File: src/logic/gpiop_defs.svh
// Constant definitions for the general-purpose port block.
`ifndef GPIOP_DEFS_SVH
`define GPIOP_DEFS_SVH

`define GPIOP_NUM_PORTS 3'd6
`define GPIOP_PORT_W    8
`define GPIOP_PIN_CNT   48
`define GPIOP_RST_VAL   8'hff
`define GPIOP_ZERO_BYTE 8'h00
`define GPIOP_ONE_BIT   8'h01
`define GPIOP_ADDR_W    8
`define GPIOP_DATA_BASE 8'h00
`define GPIOP_DIR_BASE  8'h08
`define GPIOP_DIR_BIT   3
`define GPIOP_HI_MASK   8'hf0
`define GPIOP_PFD_PIN   3
`define GPIOP_INT_PIN   5
`define GPIOP_PWM_BASE  24
`define GPIOP_PWM_CNT   4
`define GPIOP_ANA_BASE  8
`define GPIOP_ANA_CNT   8
`define GPIOP_WAKE_CNT  8

`endif

File: src/logic/gpiop_pkg.sv
// Types shared by the general-purpose port block.
`include "gpiop_defs.svh"
package gpiop_pkg;

	typedef logic [`GPIOP_PORT_W-1:0] gpiop_byte_t;

	typedef enum logic [2:0] {
		OP_IDLE,
		OP_READ,
		OP_WRITE,
		OP_SET,
		OP_CLR
	} gpiop_op_e;

	typedef struct packed {
		logic [`GPIOP_PIN_CNT-1:0]  pull_up;
		logic [`GPIOP_WAKE_CNT-1:0] wake;
		logic                       freq_divider_out;
		logic [`GPIOP_PWM_CNT-1:0]  pwm;
	} gpiop_opt_s;

	typedef struct packed {
		logic                       ext_int_en;
		logic                       pfd_val;
		logic [`GPIOP_PWM_CNT-1:0]  pwm_val;
		logic [`GPIOP_ANA_CNT-1:0]  analog_sel;
	} gpiop_alt_s;

endpackage : gpiop_pkg

File: src/logic/gpiop_pin_cell.sv
// One port pin: drive, pull-up and read-back selection.
`timescale 1ns/1ps
module gpiop_pin_cell (
	input  wire logic dir_in,
	input  wire logic latch,
	input  wire logic pin_in,
	input  wire logic alt_en,
	input  wire logic alt_val,
	input  wire logic analog,
	input  wire logic pu_opt,
	output logic      pin_out,
	output logic      pin_oe,
	output logic      pull_en,
	output logic      rd_bit
);

	always_comb begin
		pin_oe  = !dir_in && !analog;
		pin_out = (alt_en && !dir_in) ? alt_val : latch;
		pull_en = dir_in && pu_opt && !analog;
		rd_bit  = dir_in ? pin_in : latch;
	end

endmodule : gpiop_pin_cell

File: src/logic/gpiop_top.sv
// General-purpose port block: six 8-bit ports behind data-memory locations.
`timescale 1ns/1ps
module gpiop_top
	import gpiop_pkg::*;
(
	input  wire logic                      ref_clk,
	input  wire logic                      rst,
	input  wire logic                      ce,
	input  wire logic                      mem_req,
	input  wire gpiop_op_e                 mem_op,
	input  wire logic [`GPIOP_ADDR_W-1:0]  mem_addr,
	input  wire logic [2:0]                bit_sel,
	input  wire gpiop_byte_t               mem_wdata,
	output gpiop_byte_t                    mem_rdata,
	input  wire logic [`GPIOP_PIN_CNT-1:0] pin_in,
	output logic [`GPIOP_PIN_CNT-1:0]      pin_out,
	output logic [`GPIOP_PIN_CNT-1:0]      pin_oe,
	output logic [`GPIOP_PIN_CNT-1:0]      pin_pull_en,
	input  wire gpiop_opt_s                opt,
	input  wire gpiop_alt_s                alt,
	input  wire logic                      power_down,
	output logic                           wake_req,
	output logic                           ext_int_n
);

	localparam int NP = `GPIOP_NUM_PORTS;
	localparam int PW = `GPIOP_PORT_W;

	gpiop_byte_t               data_reg [NP];
	gpiop_byte_t               data_next[NP];
	gpiop_byte_t               dir_reg  [NP];
	gpiop_byte_t               dir_next [NP];
	gpiop_byte_t               view_port[NP];
	gpiop_byte_t               rdata_reg;
	gpiop_byte_t               rdata_next;
	logic [`GPIOP_WAKE_CNT-1:0] prev_a_reg;
	logic [`GPIOP_WAKE_CNT-1:0] prev_a_next;
	logic                      wake_reg;
	logic                      wake_next;
	logic                      ext_int_reg;
	logic                      ext_int_next;
	logic [`GPIOP_PIN_CNT-1:0] rd_view;
	logic [`GPIOP_PIN_CNT-1:0] dir_flat;
	logic [`GPIOP_PIN_CNT-1:0] data_flat;
	logic [`GPIOP_PIN_CNT-1:0] alt_en_vec;
	logic [`GPIOP_PIN_CNT-1:0] alt_val_vec;
	logic [`GPIOP_PIN_CNT-1:0] ana_vec;
	logic [2:0]                idx;
	logic                      is_dir;
	logic                      hit;
	gpiop_byte_t               cur;
	gpiop_byte_t               mod;
	gpiop_byte_t               bit_mask;

	// Every pin gets an identical cell; registers are flattened for them.
	for (genvar p = 0; p < NP; p++) begin : g_port
		for (genvar b = 0; b < PW; b++) begin : g_bit
			assign dir_flat[p*PW+b]  = dir_reg[p][b];
			assign data_flat[p*PW+b] = data_reg[p][b];
			gpiop_pin_cell u_cell (
				.dir_in  (dir_flat[p*PW+b]),
				.latch   (data_flat[p*PW+b]),
				.pin_in  (pin_in[p*PW+b]),
				.alt_en  (alt_en_vec[p*PW+b]),
				.alt_val (alt_val_vec[p*PW+b]),
				.analog  (ana_vec[p*PW+b]),
				.pu_opt  (opt.pull_up[p*PW+b]),
				.pin_out (pin_out[p*PW+b]),
				.pin_oe  (pin_oe[p*PW+b]),
				.pull_en (pin_pull_en[p*PW+b]),
				.rd_bit  (rd_view[p*PW+b])
			);
		end
		assign view_port[p] = rd_view[p*PW +: PW];
	end

	// Shared-pin routing; options gate the divider and PWM sources, analog_sel alone claims the analog pins.
	always_comb begin
		alt_en_vec  = '0;
		alt_val_vec = '0;
		ana_vec     = '0;
		alt_en_vec[`GPIOP_PFD_PIN]  = opt.freq_divider_out;
		alt_val_vec[`GPIOP_PFD_PIN] = alt.pfd_val;
		alt_en_vec[`GPIOP_PWM_BASE +: `GPIOP_PWM_CNT]  = opt.pwm;
		alt_val_vec[`GPIOP_PWM_BASE +: `GPIOP_PWM_CNT] = alt.pwm_val;
		ana_vec[`GPIOP_ANA_BASE +: `GPIOP_ANA_CNT] = alt.analog_sel;
	end

	// Address decode: data ports at the low bank, directions above them.
	always_comb begin
		idx    = mem_addr[2:0];
		is_dir = mem_addr[`GPIOP_DIR_BIT];
		hit    = ((mem_addr & `GPIOP_HI_MASK) == `GPIOP_ZERO_BYTE) &&
		         (idx < `GPIOP_NUM_PORTS);
	end

	// Register file next values, including bit set and clear.
	always_comb begin
		for (int p = 0; p < NP; p++) begin
			data_next[p] = data_reg[p];
			dir_next[p]  = dir_reg[p];
		end
		rdata_next = rdata_reg;
		bit_mask   = `GPIOP_ONE_BIT << bit_sel;
		cur        = `GPIOP_ZERO_BYTE;
		mod        = `GPIOP_ZERO_BYTE;
		if (hit) begin
			// A data read shows live pins on inputs, the latch on outputs.
			cur = is_dir ? dir_reg[idx] : view_port[idx];
		end
		unique case (mem_op)
			OP_WRITE: mod = mem_wdata;
			OP_SET:   mod = cur | bit_mask;
			OP_CLR:   mod = cur & ~bit_mask;
			default:  mod = cur;
		endcase
		if (mem_req && hit) begin
			unique case (mem_op)
				OP_READ: begin
					rdata_next = cur;
				end
				OP_WRITE, OP_SET, OP_CLR: begin
					if (is_dir) begin
						dir_next[idx] = mod;
					end else begin
						data_next[idx] = mod;
					end
				end
				OP_IDLE: begin
				end
			endcase
		end else if (mem_req && (mem_op == OP_READ)) begin
			rdata_next = `GPIOP_ZERO_BYTE;
		end
	end

	// Wake-up edge detector and external interrupt level.
	always_comb begin
		prev_a_next  = pin_in[`GPIOP_WAKE_CNT-1:0];
		wake_next    = power_down &&
		               (|(opt.wake & prev_a_reg &
		                  ~pin_in[`GPIOP_WAKE_CNT-1:0]));
		ext_int_next = 1'b1;
		if (alt.ext_int_en && dir_reg[0][`GPIOP_INT_PIN]) begin
			ext_int_next = pin_in[`GPIOP_INT_PIN];
		end
	end

	always_ff @(posedge ref_clk) begin
		if (rst) begin
			for (int p = 0; p < NP; p++) begin
				data_reg[p] <= `GPIOP_RST_VAL;
				dir_reg[p]  <= `GPIOP_RST_VAL;
			end
			rdata_reg   <= `GPIOP_ZERO_BYTE;
			prev_a_reg  <= '0;
			wake_reg    <= 1'b0;
			ext_int_reg <= 1'b1;
		end else if (ce) begin
			for (int p = 0; p < NP; p++) begin
				data_reg[p] <= data_next[p];
				dir_reg[p]  <= dir_next[p];
			end
			rdata_reg   <= rdata_next;
			prev_a_reg  <= prev_a_next;
			wake_reg    <= wake_next;
			ext_int_reg <= ext_int_next;
		end
	end

	assign mem_rdata = rdata_reg;
	assign wake_req  = wake_reg;
	assign ext_int_n = ext_int_reg;

	logic rst_d_reg;
	always_ff @(posedge ref_clk) begin
		rst_d_reg <= rst;
	end
endmodule : gpiop_top

File: config.mk
export PLATFORM = sky130hd
export DESIGN_NAME = gpiop_top
export DESIGN_NICKNAME = d
export VERILOG_FILES = /design/src/logic/gpiop_pkg.sv /design/src/logic/gpiop_pin_cell.sv /design/src/logic/gpiop_top.sv
export VERILOG_INCLUDE_DIRS = /design/src /design/src/logic
export SDC_FILE = /design/constraint.sdc
export NUM_CORES = 1
export LEC_CHECK = 0
export BUFFER_PORTS_ARGS = -buffer_cell sky130_fd_sc_hd__buf_4
export CAP_MARGIN = 20
export CORE_MARGIN = 2
export CORE_UTILIZATION = 52
export CTS_CLUSTER_DIAMETER = 200
export DETAILED_ROUTE_END_ITERATION = 8
export PLACE_DENSITY = 0.88
export SLEW_MARGIN = 15
export SYNTH_ARGS = -nofsm -noshare
export SYNTH_HDL_FRONTEND = slang
export SYNTH_SLANG_ARGS = --single-unit
File: constraint.sdc
create_clock -name ref_clk -period 9 [get_ports ref_clk]
set_clock_uncertainty 0.05 [all_clocks]
set_input_delay 1.35 -clock ref_clk [delete_from_list [all_inputs] [get_ports ref_clk]]
set_output_delay 1.35 -clock ref_clk [all_outputs]
set_load 0.1 [all_outputs]
* Word-level counts from Yosys, hierarchy flattened
Memories as Yosys holds them, arrays and structs flattened.
Cells that the tools add are included.
** Storage, ports and cells
- Memories kept :: 2
- Memory bits (read-only) :: 0
- Register bits after elaboration :: 18
- Latch bits :: 0
- Word-level logic and storage cells :: 260
- Input bits :: 150
- Memory bits (writable) :: 96
** Memory list
- data_reg :: words 6, width 8, read ports 6, clocked after Yosys merged registers in 0, wr ports 6, RTL line gpiop_top.sv:29 : gpiop_byte_t data_reg [NP];
- dir_reg :: words 6, width 8, read ports 7, clocked after Yosys merged registers in 0, wr ports 6, RTL line gpiop_top.sv:31 : gpiop_byte_t dir_reg [NP];
** Cells by class
- Reductions and logical operators :: 136
- Bitwise logic cells :: 19
- Multipliers :: 0
- Shifts and indexed selects :: 1
- Magnitude comparators :: 3
- Equality and inequality tests :: 5
- Div/mod/pow operators :: 0
- Add/subtract/negate cells :: 0
- Mux-type cells :: 90
** Operator list (count)
- $mux W48 :: 6
- $mux W8 :: 20
- $bwmux W48 :: 2
- $logic_and A1 B1 Y1 :: 75
- $mux W1 :: 59
- $logic_not A1 Y1 :: 56
- $and A8 B8 Y8 :: 3
- $bmux W8 S3 :: 1
- $demux W8 S3 :: 1
- $pmux W8 S3 :: 1
- $not A8 Y8 :: 2
- $or A1 B1 Y1 :: 12
- $logic_not A8 Y1 :: 1
- $or A8 B8 Y8 :: 1
- $reduce_or A8 Y1 :: 1
- $shl A1 B3 Y8 const A :: 1
- $eq A3 B2 Y1 const B :: 2
- $ge A4 B4 Y1 const B :: 1
- $lt A4 B1 Y1 const B :: 1
- $not A3 Y4 :: 1
- $eq A3 B1 Y1 const B :: 1
- $eq A3 B3 Y1 const B :: 1
- $lt A3 B3 Y1 const B :: 1
- $reduce_and A3 Y1 :: 1
- other kinds (3) :: 3

* Depth between registers and ports, before layout
Gate-level depths: netlist of the first run.
An unclocked memory read counts as a cell.
- Depth after elaboration :: 14
- Gate-level depth with buffers :: 8

* Modules after synthesis
A second synthesis of the first run with hierarchy kept.
** Second synthesis, totals
- Cell total of the unflattened synthesis :: 876
- Area, all modules :: 8161.6 um^2
** By module, submodules not included
- gpiop_top :: times used 1, area an instance 6059.6 um^2, sequential area each 3243.1 um^2, cells each 588
- gpiop_pin_cell :: times used 48, area an instance 43.8 um^2, sequential area each 0.0 um^2, cells each 6

* Worst setup path after synthesis of the first run
OpenSTA, ideal clock, no wires.
- Path kind :: input to register
- From :: in mem_addr[1]
- To :: mem data_reg[0][0] in the netlist's numbering, enable pin
- Path slack :: 1458 ps
- Cell stages on the path :: 5
- Required time :: 8364 ps
- Arrival :: 6905 ps
- Library setup time :: 586 ps
- Path through :: buf_6 buf_8 nand2_1 nand2_1 o41ai_1
** RTL lines
- start, declared :: RTL line gpiop_top.sv:11 : input wire logic [`GPIOP_ADDR_W-1:0] mem_addr,
- end, declared :: RTL line gpiop_top.sv:29

==> flow_summary_export.csv, run 1 <==
group,metric,value,unit
status,outcome,"finished, final reports clean",
die,num_rows,47,
routing,wl_per_cell,22.3,um
cells_and_area,drive_gt1_share,45.1,%
critical_path,worstSetupPathType,"in -> reg",
critical_path,critPathSlowestCell,"or3b_2",
cells_and_area,final_util,64.3,%
routing,drc_errors,0,
timing,timing.fmax,229,MHz
routing,routed_wl,27500,um
synthesis,syn_area_per_cell,10.0,um^2
critical_path,slowest_delay,0.94,ns
power_and_ir_drop,p_clk_share,41.7,%
power_and_ir_drop,p_leak,4.42,nW
routing,vias,7593,
cells_and_area,regArea,0.00324,mm^2
timing,post-route-period-util,48.6,%
routing,final_antenna_net_count,0,
place,place_congestion,0.890,
timing,drv_slew,0,
cells_and_area,multiInputGateArea,0.00393,mm^2
timing,setup_viol,0,
clock_tree,clk_pin_slew,0.05,ns
die,io-pin-count,304,
synthesis,synth_edf_count,96,
hold_path,min_path_type,"reg -> reg",
grt,grt_first_pass_wirelength,41400,um
clock_tree,clk-insertion-delay-late,0.43,ns
clock_tree,cts_tree,"yes",
clock_tree,ctsResizeCount,0,
grt,grt_pass1_vias,7288,
power_and_ir_drop,pwr-share-seq,35.6,%
critical_path,crit_fanout,40,
critical_path,worstPathCellList,"buf_4 -> or3b_2 -> o22ai_1 -> or4_1 -> a21oi_2 -> o31ai_1",
timing,rsz0062_at_grt,"false",
grt,track_usage,30.1,%
cells_and_area,nFillCells,1252,
job,max_cap_violations,0,
timing,fin_tns_setup,0,ns
power_and_ir_drop,power_frac_comb,22.7,%
clock_tree,post-cts-setup-buffers,0,
synthesis,ys_ff_latch,114,
clock_tree,clockBufferDepth,2,
clock_tree,cts_hold_buf,0,
timing,hold_viol,0,
grt,grt_start_max_net_pins,97,
die,fp.dieArea,0.0179,mm^2
synthesis,synth.distinct_cells,47,
die,die_w,134,um
die,initial_core_util,52.9,%
place,io_buffers,303,
grt,antenna_found_initial,0,
timing,hold_ws,0.422,ns
power_and_ir_drop,cellInternalPower,1.15,mW
routing,drt_iter0_markers,1041,
clock_tree,cts_buffers,17,
power_and_ir_drop,p_sw,0.523,mW
grt,met3_usage,8.94,%
grt,busiest_layer,"met2",
cells_and_area,antenna_cells,0,
synthesis,syn_nets,1022,
synthesis,synthArstFlopShare,0,%
cells_and_area,area_delta_synth_final,21.5,%
die,chipHeight,134,um
critical_path,cp-end-kind,"flop",
grt,grt_use_met1,38.6,%
synthesis,ys_warn_count,0,
cells_and_area,finalInstanceArea,0.0106,mm^2
grt,grt_util_met2,47.9,%
clock_tree,clock_sinks,114,
die,core-area,0.0165,mm^2
synthesis,yosysSeqAreaShare,37.1,%
power_and_ir_drop,vdd_drop_max,129,uV
power_and_ir_drop,p_sw_share,31.2,%
place,place_area,0.0100,mm^2
critical_path,cp_top_family,"simple AND/OR/NAND/NOR gates",
critical_path,cp_data_arrival_time,4.46,ns
clock_tree,cts_max_level,4,
grt,grt_overflow_total,0,
critical_path,start_kind,"primary input",
timing,worst_slack,4.63,ns
power_and_ir_drop,power.density,158,mW/mm^2
critical_path,cp_data_required_time,9.09,ns
routing,drtPass1Iterations,6,
critical_path,worstPathBufferInverterCount,1,
synthesis,synth-main-ff-cell,"edfxtp_1",
synthesis,synthesis.area,0.00874,mm^2
place,dpl.hpwl,20300,um
clock_tree,cts_root_buffer,"clkbuf_16",
synthesis,syn_inst,872,
cells_and_area,final_nets,1151,
routing,viasPerCell,6.15,
timing,worst_slew_pin_slew,1.13,ns
timing,timing.final.crit_period,4.37,ns
timing,slew_headroom,24.4,%
place,post-place-ws,4.33,ns
power by group through the flow:
stage / logic, mW / clock network, mW / registers [mW]
2_1_floorplan: 0.289 / 0 / 0.607
6_report: 0.380 / 0.699 / 0.597
3_5_place_dp: 0.376 / 0 / 0.607
3_3_place_gp: 0.370 / 0 / 0.607
5_1_grt: 0.396 / 0.719 / 0.598
4_1_cts: 0.377 / 0.699 / 0.597
path summary, 6_finish.rpt:
path | slack, ns | depth (start not counted) | from | end
worst max-delay path | 4.63 | 6 | mem_addr[1] | dir_reg[0][2]
worst min-delay path | 0.42 | 2 | wake_req | wake_req
worst min register to register | 0.42 | 2 | wake_req | wake_req
worst max register to register | 6.16 | 5 | dir_reg[0][6] | dir_reg[2][6]
per-layer routing:
layer	vias to the layer above	part of all wire, %	wire length [um]
met5	-	0	0
met4	0	3.8	1040
met3	89	13	3450
met2	641	47	12800
met1	3540	37	10200
li1	3323	-	-
layout make-up:
class | instances | area share [%]
multi-input cells | 501 | 37.0
flip-flops and latches | 114 | 30.5
repair buffers | 319 | 22.5
clock buffers | 20 | 4.11
well taps | 220 | 2.59
inverters | 48 | 1.70
clock inverters | 12 | 1.54
synthesized netlist by cell type, types with 9 or more instances:
cell type    n  area [um^2]
and2_1      40          250
o31ai_2     80         1000
dfxtp_1     18          360
a21oi_1    105          526
and3b_1     10         87.6
o21ai_0      9         45.0
mux2i_1     64          641
buf_4      145         1090
clkbuf_1    44          165
edfxtp_1    96         2880
inv_1       47          176
nor2_1      43          161
o22ai_1     16          100
buf_6        9          101
nand2_1     24         90.1
o31ai_1     16          120
placed cells by master, fill, tap and decap left out, types with 8 or more instances in the layout:
cell       synthesis  routed
buf_4            145     319
a21oi_1          105     105
edfxtp_1          96      96
o31ai_2           80      80
mux2i_1           64      64
inv_1             47      47
nor2_1            43      42
and2_1            40      40
nand2_1           24      23
dfxtp_1           18      18
clkbuf_16          0      17
o22ai_1           16      16
o31ai_1           16      16
and3b_1           10      10
o21ai_0            9       9
or4_1              8       8
mux4_2             8       8
a32o_1             8       8
logic make-up (layout without fill, tap and decap cells):
kind of cell    after synthesis  in the layout  synth area share, %
compound gates              275            275                 25.6
buf+inv                     257            399                 18.3
flops                       114            114                 37.1
simple gates                154            154                 9.65
mux                          72             72                 9.39
worst reg2reg max path, stage by stage (launching register included):
cell,delay [ns]
edfxtp_1,0.50
mux2i_1,0.38
o22ai_1,0.13
or4_1,0.57
a21oi_2,0.75
o31ai_1,0.17
per-stage QoR:
stage / power, mW / instances
final: 1.68 / 1234
after CTS: 1.67 / 1234
after global routing: 1.71 / 1234
after global placement: 0.977 / 1200
after floorplan: 0.897 / 872
after detailed placement: 0.983 / 1202
(Power assumes the default switching activity.)
==> inputs of run 2 (changes only) <==
Settings changed: CORE_UTILIZATION 52 to 47, PLACE_DENSITY 0.88 to 0.84.
Clock period 9 ns to 3.8 ns, I/O delays scaled along.
==> run 2 against run 1 <==
Clock power increased by 110%. Global-route usage decreased by 3.0 points. Largest power group unchanged. Sequential cell count unchanged. Core utilization decreased by 5.0 points. Combinational power rose by 140%. Worst setup slack lost 3.6 ns. First-iteration DRC count shrank 17%. Critical path type unchanged.
==> flow_summary_export.csv, run 2 (same netlist as run 1, synthesis figures left out) <==
group,metric,value,unit
clock_tree,clk-insertion-delay-late,0.43,ns
place,io_buffers,303,
routing,drt_iter0_markers,862,
cells_and_area,final_common_cell,"buf_4",
routing,highest_layer,"met4",
place,place_area,0.0102,mm^2
grt,grt_first_pass_wirelength,41500,um
timing,worst_slew_pin_slew,1.09,ns
routing,drtPass1Iterations,5,
critical_path,r2r_end,"data_reg[1][3]",
clock_tree,clock_sinks,114,
die,fp.dieArea,0.0197,mm^2
routing,final_antenna_net_count,0,
grt,grt_pass1_vias,7218,
critical_path,worstPathCellList,"buf_4 -> or3b_2 -> buf_4 -> o22ai_1 -> or4_1 -> a21oi_2 -> buf_4 -> o31ai_1",
timing,timing.fmax,366,MHz
die,io-pin-count,304,
routing,wl_met2,12600,um
hold_path,hold_depth,2,
power_and_ir_drop,vdd_drop_max,299,uV
cells_and_area,area_delta_synth_final,22.6,%
power_and_ir_drop,p_leak,4.51,nW
die,chipHeight,140,um
hold_path,min_path_type,"in -> reg",
routing,met3_length,3130,um
timing,hold_viol,0,
place,dpl.hpwl,20200,um
grt,grt_start_max_net_pins,97,
clock_tree,cts_tree,"yes",
critical_path,r2r_slack,1.34,ns
clock_tree,cts_hold_buf,0,
place,place_congestion,0.914,
critical_path,r2r_cells,6,
hold_path,min_to,"wake_req",
routing,vias,7400,
cells_and_area,final_nets,1171,
routing,wl_met1,10500,um
clock_tree,post-cts-setup-buffers,0,
hold_path,hold_start,"rst",
clock_tree,clockBufferDepth,2,
critical_path,cp-end-kind,"flop",
die,die_w,140,um
status,outcome,"finished, final reports clean",
timing,rsz0062_at_grt,"false",
clock_tree,clk_pin_slew,0.05,ns
die,core-area,0.0181,mm^2
routing,viasPerCell,5.86,
timing,setup_viol,0,
critical_path,cp_data_arrival_time,2.85,ns
critical_path,start_kind,"primary input",
cells_and_area,drive_gt1_share,46.0,%
power_and_ir_drop,power.density,352,mW/mm^2
critical_path,slowest_delay,0.58,ns
grt,antenna_found_initial,0,
critical_path,cp_data_required_time,3.91,ns
cells_and_area,finalInstanceArea,0.0107,mm^2
routing,routed_wl,26900,um
grt,grt_overflow_total,0,
cells_and_area,antenna_cells,0,
timing,timing.final.crit_period,2.73,ns
die,num_rows,49,
timing,post-route-period-util,71.9,%
clock_tree,cts_root_buffer,"clkbuf_16",
job,max_cap_violations,0,
critical_path,crit_fanout,25,
timing,drv_slew,0,
clock_tree,cts_buffers,17,
critical_path,worstSetupPathType,"in -> reg",
critical_path,r2r_start,"dir_reg[3][3]",
routing,wl_per_cell,21.4,um
power_and_ir_drop,finalPower,3.77,mW
cells_and_area,final_util,59.3,%
critical_path,critPathSlowestCell,"or4_1",
clock_tree,ctsResizeCount,0,
grt,track_usage,27.1,%
cells_and_area,final_cell_mix,"buf_4, a21oi_1, edfxtp_1",
routing,drc_errors,0,
timing,slew_headroom,27.0,%
die,initial_core_util,48.3,%
critical_path,cpMostUsedCell,"buf_4",
timing,fin_tns_setup,0,ns
clock_tree,cts_max_level,4,
-- run 2: how the worst max path moves through the flow --
stage / start / to / slack, ns / depth (start not counted)
3_3_place_gp: mem_addr[1] / data_reg[5][6] / 0.75 / 8
3_5_place_dp: mem_addr[1] / dir_reg[2][6] / 0.70 / 8
4_1_cts: mem_addr[1] / dir_reg[2][6] / 1.10 / 8
6_report: mem_addr[1] / dir_reg[2][6] / 1.07 / 8
2_1_floorplan: mem_addr[1] / data_reg[0][0] / -0.68 / 5
5_1_grt: mem_addr[1] / dir_reg[2][6] / 0.93 / 8
-- run 2: final cells by class --
type | instances | area (um^2)
fill | 1509 | 7360
tap | 229 | 287
clock buffer | 22 | 454
inverter | 48 | 180
multi-input combinational | 501 | 3950
sequential | 114 | 3240
timing repair buffer | 339 | 2540
clock inverter | 9 | 66.3
-- run 2: layer usage --
metal | global-route usage, % | vias up
met5 | 0 | -
met4 | 9.68 | 0
met3 | 7.76 | 47
met2 | 43.1 | 494
met1 | 35.4 | 3504
li1 | - | 3355
-- run 2: worst max-delay path: cells and delay by family --
kind,cells,cell delay [ns]
buffers and inverters,3,0.83
and+or+nand+nor,2,1.07
AOI/OAI and AO/OA,3,0.36
-- run 2: metrics by stage --
stage / std cells / worst slack [ns] / hold WS, ns
2_1_floorplan: 872 / -0.679 / 0.403
3_3_place_gp: 1231 / 0.753 / 0.407
3_5_place_dp: 1231 / 0.697 / 0.413
4_1_cts: 1262 / 1.10 / 0.351
5_1_grt: 1262 / 0.935 / 0.362
6_report: 1262 / 1.07 / 0.358
-- run 2: report_power, final --
part           switching (mW)  internal [mW]
Sequential             0.0271           1.38
Clock                   0.554          0.896
Combinational           0.637          0.276
Total                    1.22           2.56
